===== config.mk =====
export PLATFORM = sky130hd
export DESIGN_NAME = mit_core_timing
export DESIGN_NICKNAME = d
export VERILOG_FILES = /design/src/logic/mit_pkg.sv /design/src/logic/mit_decode.sv /design/src/logic/mit_alu.sv /design/src/logic/mit_core_timing.sv
export SDC_FILE = /design/constraint.sdc
export NUM_CORES = 1
export LEC_CHECK = 0
export BUFFER_PORTS_ARGS = -buffer_cell sky130_fd_sc_hd__buf_4
export CAP_MARGIN = 20
export CORE_MARGIN = 3
export CORE_UTILIZATION = 45
export DETAILED_ROUTE_END_ITERATION = 16
export PLACE_DENSITY_LB_ADDON = 0.12
export SYNTH_ARGS = -nofsm -noshare
export SYNTH_HDL_FRONTEND = slang
export SYNTH_SLANG_ARGS = --single-unit

===== constraint.sdc =====
create_clock -name clk -period 4.7 [get_ports clk]
set_input_delay 0.705 -clock clk [delete_from_list [all_inputs] [get_ports clk]]
set_output_delay 0.705 -clock clk [all_outputs]
set_load 0.02 [all_outputs]

===== src/logic/mit_pkg.sv =====
// Purpose: Shared types and constants for the instruction timing core
// Assumes: 8-bit accumulator machine, one system clock
// Notes:   Opcode values are the standard binary encodings
package mit_pkg;
    localparam int LEN_W = 2;
    localparam int CYC_W = 4;
    localparam logic [7:0]  ACC_RST  = 8'h00;
    localparam logic [15:0] DATA_POINTER16_RST = 16'h0000;
    localparam int SPACE_BIT = 7;
    localparam logic [7:0] OP_NOP      = 8'h00;
    localparam logic [7:0] OP_SPARE    = 8'ha5;
    localparam logic [7:0] OP_RLC      = 8'h33;
    localparam logic [7:0] OP_RRC      = 8'h13;
    localparam logic [7:0] OP_ADD_DIR  = 8'h25;
    localparam logic [7:0] OP_SUBTRACT_WITH_BORROW_IND = 8'h96;
    localparam logic [7:0] OP_ANL_DIMM = 8'h53;
    localparam logic [7:0] OP_LD_DATA_POINTER16  = 8'h90;
    localparam logic [7:0] OP_XW_DATA_POINTER16  = 8'hf0;
    localparam logic [7:0] OP_MUL      = 8'ha4;
    localparam logic [7:0] OP_JC       = 8'h40;

    typedef enum logic [3:0] {
        CLS_NOP, CLS_ALU, CLS_XRD, CLS_XWR, CLS_CODE_DP, CLS_CODE_PC,
        CLS_DP_LD, CLS_DP_INC, CLS_BRANCH, CLS_OTHER
    } mit_cls_t;
    typedef enum logic [4:0] {
        AL_NONE, AL_CLR, AL_CPL, AL_RL, AL_RLC, AL_RR, AL_RRC, AL_SWAP,
        AL_INC, AL_DEC, AL_ADD, AL_ADD_WITH_CARRY, AL_SUBTRACT_WITH_BORROW, AL_AND, AL_OR, AL_XOR,
        AL_MOV
    } mit_alu_op_t;
    typedef enum logic [2:0] {AM_NONE, AM_REG, AM_DIR, AM_IND, AM_IMM}
        mit_mode_t;
    typedef enum logic [1:0] {MS_NONE, MS_RAM_LO, MS_RAM_HI, MS_SFR}
        mit_space_t;

    typedef struct packed {
        logic [7:0] opcode;
        logic [7:0] op1;
        logic [7:0] op2;
    } mit_instr_t;

    typedef struct packed {
        logic [LEN_W-1:0] len;
        logic [CYC_W-1:0] cyc;
        mit_cls_t         cls;
        mit_mode_t        mode;
        mit_alu_op_t      alu;
        logic             acc_dst;
    } mit_dec_t;
endpackage


===== src/logic/mit_decode.sv =====
// Purpose: Opcode to length, cycle count, class and source mode
// Assumes: Purely combinational, fed by the sequencer
// Notes:   Conditional branch rows give the not-taken count
`timescale 1ns/1ps
module mit_decode import mit_pkg::*; (
    input  wire logic [7:0] opcode,
    output mit_dec_t        dec
);
    logic [3:0] hi;
    logic [3:0] lo;
    assign hi = opcode[7:4];
    assign lo = opcode[3:0];

    function automatic mit_dec_t row(input mit_dec_t d, input int l,
                                     input int c, input mit_cls_t k);
        mit_dec_t r;
        r     = d;
        r.len = LEN_W'(l);
        r.cyc = CYC_W'(c);
        r.cls = k;
        return r;
    endfunction

    // Source mode follows the low nibble in every operand-bearing row
    always_comb begin
        dec      = '0;
        dec.cls  = CLS_OTHER;
        dec.alu  = AL_NONE;
        dec.mode = (lo == 4'h4) ? AM_IMM : (lo == 4'h5) ? AM_DIR :
                   (lo[3:1] == 3'b011) ? AM_IND :
                   lo[3] ? AM_REG : AM_NONE;
        dec.len  = LEN_W'(1);
        dec.cyc  = CYC_W'(1);
        if (lo >= 4'h4 && (hi == 4'h2 || hi == 4'h3 || hi == 4'h9 ||
                           hi == 4'h4 || hi == 4'h5 || hi == 4'h6)) begin
            dec.acc_dst = 1'b1;
            case (hi)
                4'h2:    dec.alu = AL_ADD;
                4'h3:    dec.alu = AL_ADD_WITH_CARRY;
                4'h9:    dec.alu = AL_SUBTRACT_WITH_BORROW;
                4'h5:    dec.alu = AL_AND;
                4'h4:    dec.alu = AL_OR;
                default: dec.alu = AL_XOR;
            endcase
            case (dec.mode)
                AM_REG:  dec = row(dec, 1, 1, CLS_ALU);
                AM_IND:  dec = row(dec, 1, 2, CLS_ALU);
                default: dec = row(dec, 2, 2, CLS_ALU);
            endcase
        end else begin
            casez (opcode)
                8'h00, 8'ha5: begin
                    dec      = row(dec, 1, 1, CLS_NOP);
                    dec.mode = AM_NONE;
                end
                8'h42, 8'h52, 8'h62: dec = row(dec, 2, 2, CLS_OTHER);
                8'h43, 8'h53, 8'h63: dec = row(dec, 3, 3, CLS_OTHER);
                8'he4, 8'hf4, 8'h23, 8'h33, 8'h03, 8'h13, 8'hc4,
                8'h04, 8'h14, 8'hd4: begin
                    dec         = row(dec, 1, 1, CLS_ALU);
                    dec.mode    = AM_NONE;
                    dec.acc_dst = (opcode != 8'hd4);
                    case (opcode)
                        8'he4:   dec.alu = AL_CLR;
                        8'hf4:   dec.alu = AL_CPL;
                        8'h23:   dec.alu = AL_RL;
                        8'h33:   dec.alu = AL_RLC;
                        8'h03:   dec.alu = AL_RR;
                        8'h13:   dec.alu = AL_RRC;
                        8'hc4:   dec.alu = AL_SWAP;
                        8'h04:   dec.alu = AL_INC;
                        8'h14:   dec.alu = AL_DEC;
                        default: dec.alu = AL_NONE;
                    endcase
                end
                8'b000?_1???, 8'hf8, 8'b1111_1???: dec = row(dec, 1, 1, CLS_OTHER);
                8'h05, 8'h15, 8'hf5, 8'hc0, 8'hd0,
                8'b1010_1???, 8'b0111_1???, 8'b1000_1???,
                8'h86, 8'h87, 8'ha6, 8'ha7, 8'h76, 8'h77:
                    dec = row(dec, 2, 2, CLS_OTHER);
                8'h06, 8'h07, 8'h16, 8'h17, 8'hf6, 8'hf7,
                8'hd6, 8'hd7: dec = row(dec, 1, 2, CLS_OTHER);
                8'h85, 8'h75: dec = row(dec, 3, 3, CLS_OTHER);
                8'ha3: begin
                    dec      = row(dec, 1, 1, CLS_DP_INC);
                    dec.mode = AM_NONE;
                end
                8'ha4: begin
                    dec      = row(dec, 1, 4, CLS_OTHER);
                    dec.mode = AM_NONE;
                end
                8'h84: begin
                    dec      = row(dec, 1, 8, CLS_OTHER);
                    dec.mode = AM_NONE;
                end
                8'b1110_1???, 8'hc8, 8'b1100_1???: begin
                    dec         = row(dec, 1, 1, CLS_ALU);
                    dec.alu     = AL_MOV;
                    dec.acc_dst = 1'b1;
                end
                8'he5, 8'h74, 8'hc5: begin
                    dec         = row(dec, 2, 2, CLS_ALU);
                    dec.alu     = AL_MOV;
                    dec.acc_dst = 1'b1;
                end
                8'he6, 8'he7, 8'hc6, 8'hc7: begin
                    dec         = row(dec, 1, 2, CLS_ALU);
                    dec.alu     = AL_MOV;
                    dec.acc_dst = 1'b1;
                end
                8'h90: dec = row(dec, 3, 3, CLS_DP_LD);
                8'h93: dec = row(dec, 1, 3, CLS_CODE_DP);
                8'h83: dec = row(dec, 1, 3, CLS_CODE_PC);
                8'he0, 8'he2, 8'he3: begin
                    dec         = row(dec, 1, 3, CLS_XRD);
                    dec.mode    = AM_NONE;
                    dec.alu     = AL_MOV;
                    dec.acc_dst = 1'b1;
                end
                8'hf0, 8'hf2, 8'hf3: begin
                    dec      = row(dec, 1, 3, CLS_XWR);
                    dec.mode = AM_NONE;
                end
                8'h40, 8'h50, 8'h60, 8'h70, 8'b1101_1???:
                    dec = row(dec, 2, 2, CLS_BRANCH);
                8'h10, 8'h20, 8'h30, 8'hb4, 8'hb5, 8'b1011_1???, 8'hd5:
                    dec = row(dec, 3, 3, CLS_BRANCH);
                8'hb6, 8'hb7: dec = row(dec, 3, 4, CLS_BRANCH);
                default: dec.mode = AM_NONE;
            endcase
        end
    end
endmodule // mit_decode


===== src/logic/mit_alu.sv =====
// Purpose: Accumulator arithmetic, logic, rotate and move unit
// Assumes: Combinational; caller decides whether results are kept
// Notes:   Carry passes through unchanged for ops that leave it alone
`timescale 1ns/1ps
module mit_alu import mit_pkg::*; (
    input  wire mit_alu_op_t op,
    input  wire logic [7:0]  acc,
    input  wire logic        carry,
    input  wire logic [7:0]  operand,
    output logic      [7:0]  res,
    output logic             cy_out
);
    logic [8:0] wide;

    // Nine-bit sums give the carry or borrow in the top bit
    always_comb begin
        wide   = 9'h000;
        res    = acc;
        cy_out = carry;
        case (op)
            AL_CLR:  res = 8'h00;
            AL_CPL:  res = ~acc;
            AL_RL:   res = {acc[6:0], acc[7]};
            AL_RR:   res = {acc[0], acc[7:1]};
            AL_RLC:  {cy_out, res} = {acc, carry};
            AL_RRC:  {res, cy_out} = {carry, acc};
            AL_SWAP: res = {acc[3:0], acc[7:4]};
            AL_INC:  res = acc + 8'h01;
            AL_DEC:  res = acc - 8'h01;
            AL_ADD, AL_ADD_WITH_CARRY: begin
                wide = {1'b0, acc} + {1'b0, operand} +
                       {8'h00, (op == AL_ADD_WITH_CARRY) & carry};
                {cy_out, res} = wide;
            end
            AL_SUBTRACT_WITH_BORROW: begin
                wide = {1'b0, acc} - {1'b0, operand} - {8'h00, carry};
                {cy_out, res} = wide;
            end
            AL_AND:  res = acc & operand;
            AL_OR:   res = acc | operand;
            AL_XOR:  res = acc ^ operand;
            AL_MOV:  res = operand;
            default: res = acc;
        endcase
    end
endmodule // mit_alu


===== src/logic/mit_core_timing.sv =====
// Purpose: Instruction sequencer holding each opcode for its cycle count
// Assumes: Fetch unit presents whole instructions; memories answer
//          operand_data by the final cycle of the instruction
// Notes:   Accumulator, carry and data pointer live here
//
// Behaviour
// - external-data-move writes go to on-chip program flash.
// - add and add-with-carry: register 1/1, direct or immediate 2/2, indirect 1/2.
// - subtract-with-borrow times exactly like add.
// - AND/OR/XOR to A: register 1 cycle, others 2; to direct from A 2.
// - AND/OR/XOR immediate into direct byte: 3 bytes, 3 cycles.
// - clear, complement, rotate and nibble swap of A: 1 byte, 1 cycle.
// - rotate through carry both ways; leaving bit to carry, old carry in.
// - A with register 1/1; direct or immediate 2/2; indirect 1/2.
// - direct or immediate to direct 3/3; indirect to direct 2/2.
// - writes to indirect RAM take 2 cycles, 1 or 2 bytes.
// - loading the 16-bit data pointer: 3 bytes, 3 cycles.
// - code byte reads at A plus pointer or PC: 1 byte, 3 cycles.
// - external data moves 1 byte, 3 cycles; 8 or 16 bit address.
// - stack push and pop of a direct byte: 2 bytes, 2 cycles.
// - exchange A with register 1/1, with direct byte 2/2.
// - a conditional branch not taken finishes one cycle sooner.
// - the spare opcode behaves exactly like no-operation.
// - direct above 0x7F selects SFRs; indirect selects upper RAM.
`timescale 1ns/1ps
module mit_core_timing import mit_pkg::*; (
    input  wire logic        clk,
    input  wire logic        rst_n,
    input  wire logic        clk_en,
    input  wire mit_instr_t  instr,
    input  wire logic        instr_valid,
    input  wire logic        branch_taken,
    input  wire logic [7:0]  ri_value,
    input  wire logic [15:0] pc_value,
    input  wire logic [7:0]  operand_data,
    input  wire logic        store_write_en,
    output logic             instr_ready_q,
    output logic             done_q,
    output logic [LEN_W-1:0] len_q,
    output logic [CYC_W-1:0] cycles_q,
    output logic [7:0]       acc_q,
    output logic             carry_q,
    output logic [15:0]      data_pointer16_q,
    output mit_space_t       mem_space_q,
    output logic [7:0]       mem_addr_q,
    output logic             flash_wr_q,
    output logic [15:0]      xaddr_q,
    output logic [7:0]       xwdata_q,
    output logic             code_rd_q,
    output logic [15:0]      code_addr_q
);
    typedef enum logic {ST_IDLE, ST_EXEC} mit_state_t;

    mit_state_t       state_q;
    logic [CYC_W-1:0] cnt_q;
    mit_dec_t         dec;
    mit_dec_t         dec_q;
    mit_instr_t       ins_q;
    mit_dec_t         cur_dec;
    mit_instr_t       cur_ins;
    logic             accept;
    logic             commit;
    logic [CYC_W-1:0] total;
    logic [7:0]       alu_res;
    logic             alu_cy;
    logic [7:0]       alu_opnd;

    mit_decode u_decode (
        .opcode (instr.opcode),
        .dec    (dec)
    );

    // Work on the live decode when the instruction commits on acceptance
    assign cur_dec = (state_q == ST_IDLE) ? dec : dec_q;
    assign cur_ins = (state_q == ST_IDLE) ? instr : ins_q;
    assign alu_opnd = (cur_dec.mode == AM_IMM) ? cur_ins.op1 : operand_data;

    mit_alu u_alu (
        .op      (cur_dec.alu),
        .acc     (acc_q),
        .carry   (carry_q),
        .operand (alu_opnd),
        .res     (alu_res),
        .cy_out  (alu_cy)
    );

    // A taken branch costs one more cycle than the decoded figure
    assign total = dec.cyc + CYC_W'(dec.cls == CLS_BRANCH && branch_taken);
    assign accept = clk_en && instr_valid && instr_ready_q;
    assign commit = (accept && total == CYC_W'(1)) ||
                    (clk_en && state_q == ST_EXEC && cnt_q == CYC_W'(1));

    // Sequencer: ready drops for total-1 cycles, so accepts are
    // spaced by exactly the instruction's cycle count
    always_ff @(posedge clk) begin
        if (!rst_n) begin
            state_q       <= ST_IDLE;
            cnt_q         <= '0;
            instr_ready_q <= 1'b1;
            done_q        <= 1'b0;
            len_q         <= '0;
            cycles_q      <= '0;
            dec_q         <= '0;
            ins_q         <= '0;
        end else if (clk_en) begin
            done_q <= commit;
            case (state_q)
                ST_IDLE: begin
                    if (accept) begin
                        len_q    <= dec.len;
                        cycles_q <= total;
                        dec_q    <= dec;
                        ins_q    <= instr;
                        if (total != CYC_W'(1)) begin
                            state_q       <= ST_EXEC;
                            cnt_q         <= total - CYC_W'(1);
                            instr_ready_q <= 1'b0;
                        end
                    end
                end
                ST_EXEC: begin
                    if (cnt_q == CYC_W'(1)) begin
                        state_q       <= ST_IDLE;
                        instr_ready_q <= 1'b1;
                    end
                    cnt_q <= cnt_q - CYC_W'(1);
                end
                default: begin
                    state_q       <= ST_IDLE;
                    instr_ready_q <= 1'b1;
                end
            endcase
        end
    end

    // Accumulator and carry change only at the final cycle
    always_ff @(posedge clk) begin
        if (!rst_n) begin
            acc_q   <= ACC_RST;
            carry_q <= 1'b0;
        end else if (clk_en && commit && cur_dec.acc_dst) begin
            acc_q   <= alu_res;
            carry_q <= alu_cy;
        end
    end

    // Data pointer load and increment
    always_ff @(posedge clk) begin
        if (!rst_n) begin
            data_pointer16_q <= DATA_POINTER16_RST;
        end else if (clk_en && commit) begin
            if (cur_dec.cls == CLS_DP_LD) begin
                data_pointer16_q <= {cur_ins.op1, cur_ins.op2};
            end else if (cur_dec.cls == CLS_DP_INC) begin
                data_pointer16_q <= data_pointer16_q + 16'h0001;
            end
        end
    end

    // Address space select: the same byte address means SFR when
    // reached directly and upper RAM when reached through a pointer
    always_ff @(posedge clk) begin
        if (!rst_n) begin
            mem_space_q <= MS_NONE;
            mem_addr_q  <= 8'h00;
        end else if (accept) begin
            case (dec.mode)
                AM_DIR: begin
                    mem_space_q <= instr.op1[SPACE_BIT] ? MS_SFR
                                                        : MS_RAM_LO;
                    mem_addr_q  <= instr.op1;
                end
                AM_IND: begin
                    mem_space_q <= ri_value[SPACE_BIT] ? MS_RAM_HI
                                                       : MS_RAM_LO;
                    mem_addr_q  <= ri_value;
                end
                default: mem_space_q <= MS_NONE;
            endcase
        end
    end

    // External data address: bit 1 of the opcode picks the 8-bit
    // pointer register over the 16-bit data pointer
    always_ff @(posedge clk) begin
        if (!rst_n) begin
            xaddr_q <= 16'h0000;
        end else if (accept &&
                     (dec.cls == CLS_XRD || dec.cls == CLS_XWR)) begin
            xaddr_q <= instr.opcode[1] ? {8'h00, ri_value} : data_pointer16_q;
        end
    end

    // Flash write strobe; the store enable gates it so a stray move
    // cannot corrupt program code
    always_ff @(posedge clk) begin
        if (!rst_n) begin
            flash_wr_q <= 1'b0;
            xwdata_q   <= 8'h00;
        end else if (clk_en) begin
            flash_wr_q <= commit && cur_dec.cls == CLS_XWR &&
                          store_write_en;
            if (commit && cur_dec.cls == CLS_XWR) begin
                xwdata_q <= acc_q;
            end
        end
    end

    // Code byte read, issued the cycle after acceptance
    always_ff @(posedge clk) begin
        if (!rst_n) begin
            code_rd_q   <= 1'b0;
            code_addr_q <= 16'h0000;
        end else if (clk_en) begin
            code_rd_q <= accept && (dec.cls == CLS_CODE_DP ||
                                    dec.cls == CLS_CODE_PC);
            if (accept && dec.cls == CLS_CODE_DP) begin
                code_addr_q <= data_pointer16_q + {8'h00, acc_q};
            end else if (accept && dec.cls == CLS_CODE_PC) begin
                code_addr_q <= pc_value + {8'h00, acc_q};
            end
        end
    end
endmodule // mit_core_timing


[Word-level counts from Yosys, hierarchy flattened]
Index checks and enable logic that the tools add are counted.
Storage, ports and cells
  output and inout bits: 85
  input port bits: 62
  flip-flop bits (word level): 119
  logic and storage cells: 256
Operators by class
  bitwise operators: 6
  reductions and logical operators: 54
  $add $sub $neg: 12
  order comparisons: 1
  equal/unequal tests: 125
  multiplexer cells: 36
Operators with widths (number)
  8-bit equality test, second input constant: 42
  10-bit case mux with 18 select lines: 1
  8-bit case mux with 15 select lines: 1
  8-bit by 7-bit equality test with 1-bit output, second input constant: 14
  16-bit 2-to-1 mux: 6
  60-bit OR reduction: 1
  8-bit by 5-bit equality test with 1-bit output, second input constant: 6
  5-bit by 4-bit equality test with 1-bit output, second input constant: 9
  5-bit equality test, second input constant: 8
  19-bit case mux with 2 select lines: 1
  4-bit by 3-bit equality test with 1-bit output, second input constant: 9
  4-bit case mux with 9 select lines: 1
  16-bit by 8-bit adder with 16-bit output: 2
  8-bit by 3-bit equality test with 1-bit output, second input constant: 4
  8-bit by 6-bit equality test with 1-bit output, second input constant: 4
  13-bit OR reduction: 2
  4-bit by 2-bit equality test with 1-bit output, second input constant: 5
  5-bit by 3-bit equality test with 1-bit output, second input constant: 4
  19-bit 2-to-1 mux: 1
  17-bit OR reduction: 1
  16-bit by 1-bit adder with 16-bit output, second input constant: 1
  8-bit case mux with 2 select lines: 1
  1-bit logical AND: 15
  3-bit case mux with 5 select lines: 1
  53 further kinds: 94

[Depth between registers and ports, before layout]
  depth in word-level cells: 17
  mapped depth: 23
  gate-level depth less buffers: 20

[Cells and area by module]
From an unflattened synthesis, not the netlist that was laid out.
Unflattened totals
  cell total of the unflattened synthesis: 1221
  area total of the unflattened synthesis: 9371.5 um2
By module, submodules not included
  mit_core_timing: area each 6209.7 um2, sequential area each 2382.3 um2, instances 1, cells each 751
  mit_alu: area each 2092.0 um2, sequential area each 0.0 um2, instances 1, cells each 294
  mit_decode: area each 1069.8 um2, sequential area each 0.0 um2, instances 1, cells each 176

[Least setup slack after synthesis]
Ideal clock, no wire load.
  path type: input -> register
  from: input instr[20] in the netlist's numbering
  to: register acc_q[7]
  buffers on the path: 1
  stages on the path: 20
  data arrival time: 5.027 ns
  library setup time: 0.070 ns
  data required time: 4.630 ns
  slack: -0.397 ns
  cell sequence: buf_2 > and4b_1 > a2bb2o_1 > or3_1 > nor3_4 > nand3_2 > a31oi_4 > mux2i_1 > inv_1 > ha_1 > inv_1 > ha_1 > and3_1 > a211o_1 > a21oi_1 > xor2_1 > mux4_2 > nor2_1 > a2111oi_2 > o21ai_1
Between the ends
  word-level cells in the longest chain between the ends: 17
  elaborated cells on any way between the ends: 154
  classes of those cells: 5 x add/sub; 105 x eq/ne; 10 x mux; 4 x bitwise; 30 x reduce/logical
Ends and longest elaborated chain
  from (decl): line mit_core_timing.sv:30  | input wire mit_instr_t instr,
  parallel branches: the longest is 7 deep, another holds 60-bit OR reduction
  19-bit 2-to-1 mux *: line mit_decode.sv:34  | if (lo >= 4'h4 && (hi == 4'h2 || hi == 4'h3 || hi == 4'h9 ||
  parallel branches: the longest is 9 deep, another holds 8-bit by 8-bit subtractor with 9-bit output
  to (signal assigned): line mit_core_timing.sv:142  | acc_q <= alu_res;
  to (decl): line mit_core_timing.sv:41  | output logic [7:0] acc_q,
Mark *: on every way between the ends.
A chain may end at the register's enable or synchronous reset.

[Worst setup path after layout]
  from: input instr[23] in the netlist's numbering
  to: register carry_q
Between the ends
  word-level cells in the longest chain between the ends: 17
  elaborated cells on any way between the ends: 141
  classes of those cells: 5 x add/sub; 95 x eq/ne; 10 x mux; 1 x bitwise; 30 x reduce/logical
Ends and longest elaborated chain
  parallel branches: the longest is 7 deep, another holds 60-bit OR reduction
  19-bit 2-to-1 mux *: line mit_decode.sv:34
  parallel branches: the longest is 9 deep, another holds 8-bit by 8-bit subtractor with 9-bit output
  to (signal assigned): line mit_core_timing.sv:143  | carry_q <= alu_cy;
  to (decl): line mit_core_timing.sv:42  | output logic carry_q,
Marks and branches as above.

==> metrics.txt <==
outcome=completed; Max-slew headroom=43.8%; Combinational Power Share=27.2%; nets@finish=1628; die area=22800 um^2; CP max stage delay=0.39 ns; Synth cell types=94; vias in the first global route=9966; commonest non-fill, non-tap cell in the layout=buf_4; DR pass1 iterations=5; top cells by area, synth=dfxtp_1 25%, ha_1 6.7%, nand2_1 6.2%; Avg Vias per Cell=5.84; internal power=2.22 mW; GPL Wtd Cong=0.949; Clock Skew=0.0107 ns; Critical Path End Type=flop; post-route ant nets=0; wire length per cell=19.4 um; data arrival time of the critical path=4.85 ns; min cycle time layout=4.59 ns; Total GRT Usage=30.0%; area grow syn2layout=36.9%; total gr overflow=0; post-place instance area=12200 um^2; Synth Flop Type=dfxtp_1; crit start category=primary input; Top delay family on crit path=compound AO/OA/AOI/OAI gates; Gate Count Post-Synth=1215; Synth Net Count=1334; fmax=218 MHz; post-synthesis sequential area ratio=25.2%; via count=10500; post-synth top area cell=dfxtp_1; diodes inserted=0; Finished Cell Area=12900 um^2; share of cells above drive strength 1=32.4%; CTS tree=done; first-pass GRT wire length=54200 um; core area=20400 um^2; die width=151 um; critical path class=primary input to flop; Max stage delay cell, worst path=or3_4; initial antenna violation count=0; Hold Buf Count CTS=0; pwr dens=250 nW/um^2; VDD IR max=310 uV; Switching Share=31.4%; die height=151 um; commonest cells after routing, fill and taps aside=352 x buf_4, 156 x nand2_1, 118 x dfxtp_1; share of the synthesized area in the top cell type=25.2%; Detailed Route WL=34800 um; largest net degree at the start of global routing=60; Max Slew Vio Count=0; Worst-Skew Late Latency=0.42 ns; Tot Pwr=3.23 mW; RSZ-0062 raised after global routing=yes; Synth Area per Inst=7.79 um^2; Final Cycle Share=97.6%; Post-synth EDFFs=0; Yosys warnings=0; leak pwr=5.55 nW; Worst Path Required=4.96 ns; ys async rst share=0%; Syn Std Cell Area=9460 um^2; CTS buffer count=17; clock root buffer=clkbuf_16; Clock Sinks=119; Psw=1.02 mW; IO Port Bufs=146; IO Count=147; clock share of power=39.9%; Starting Density=46.3%; Final Setup Violations=0; register share of total power=32.9%; synthesized flop and latch total=119; Clk pin slew, worst setup/hold paths=0.06 ns; initial DRC count=1014; CP Max Fanout=11; CP bufs+invs=4; CTS Buffer Depth=2; residual DRC count=0; cells along the critical path=buf_4, and4b_1, a2bb2o_4, or3_4, nor3_4, nand3_2, a31oi_4, buf_6, mux2i_4, inv_1, fa_2, fa_2, nand2_1, a21oi_4, buf_4, o21ai_2, a21o_1, a21oi_1, xnor2_1, o22ai_1, a21oi_1, a311oi_1; Site Rows=52; Final Hold Fails=0; HP Class=flop to flop; Finished Core Util=63.4%; max cap viols=0; HPWL Detailed=26100 um; Slew @ Worst Pin=0.842 ns; CTS H-tree lvls=4
layer usage:
layer,vias to the layer above,global-route usage (%),part of all wire [%]
met1,4972,41.5,45
li1,5013,-,-
met4,0,8.93,2.7
met2,422,48.1,46
met3,64,4.91,6.7
met5,-,0,0
worst min-delay path, cell delays in order (launching register included):
cell and delay [ns]:
dfxtp_1 0.30, nand2_1 0.05, a21oi_1 0.05
per-stage QoR:
step,TNS [ns],hold slack [ns],worst slack (ns),instances
floorplan,-0.312,0.427,-0.147,1215
global placement,-1.46,0.437,-0.347,1752
detailed placement,-1.64,0.445,-0.400,1752
CTS,0,0.452,0.0353,1784
global route,-0.0914,0.468,-0.0496,1792
finish,0,0.452,0.111,1792
registers in the layout, summed over array words and instances, names as in the netlist, 2 cells and up:
signal	count
xaddr_q	16
cycles_q	4
data_pointer16_q	16
mem_space_q	2
xwdata_q	8
code_addr_q	16
cnt_q	4
ins_q	16
dec_q	15
mem_addr_q	8
acc_q	8
layout make-up:
cell class	instances	area, um^2
Multi-Input combinational cell	965	6750
Fill cell	1876	7480
Inverter	49	184
Timing Repair Buffer	357	2710
Sequential cell	119	2380
Clock inverter	15	156
Clock buffer	17	425
Tap cell	270	338
worst paths after layout:
path / to / depth (start not counted) / start / slack [ns]
worst max-delay path: carry_q / 22 / instr[23] / 0.11
worst min-delay path: ins_q[15] / 2 / ins_q[15] / 0.45
worst max register to register: acc_q[7] / 18 / state_q / 0.61
worst min register to register: ins_q[15] / 2 / ins_q[15] / 0.45
cells in the mapped netlist, types with 7 or more instances:
cell,number
a211oi_1,24
a21boi_0,15
a21o_1,8
a21oi_1,95
a31oi_1,13
a32o_1,10
and2_1,7
and3_1,12
buf_1,7
buf_2,25
clkbuf_1,44
dfxtp_1,119
ha_1,51
inv_1,47
mux2_2,22
mux2i_1,39
nand2_1,156
nand2b_1,25
nand3_1,29
nand3b_1,11
nor2_1,78
nor2b_1,19
nor3_1,39
o211a_1,10
o211ai_1,12
o21ai_0,53
o21ai_1,9
o22ai_1,25
or2_2,14
or3_1,9
xnor2_1,25
xor2_1,11
power by group through the flow:
stage	logic [mW]	clock network [mW]	registers (mW)
floorplan	0.504	0	1.08
global placement	0.836	0	1.08
detailed placement	0.840	0	1.08
CTS	0.846	1.30	1.06
global route	0.953	1.34	1.07
finish	0.880	1.29	1.06
kinds of logic after synthesis:
logic type	Yosys count	synth area share [%]
compound gates	359	26.0
xor+xnor	36	3.33
fa+ha+maj	57	8.01
buf+inv	131	5.85
flops	119	25.2
mux	65	7.54
simple gates	448	24.1
timing repair:
| item | in CTS | in global routing |
|---|---|---|
| buffers inserted | 0 | 7 |
| gates resized for setup | 0 | 32 |
| setup endpoints to repair | 0 | 8 |
Power figures use the tool's default switching activity.
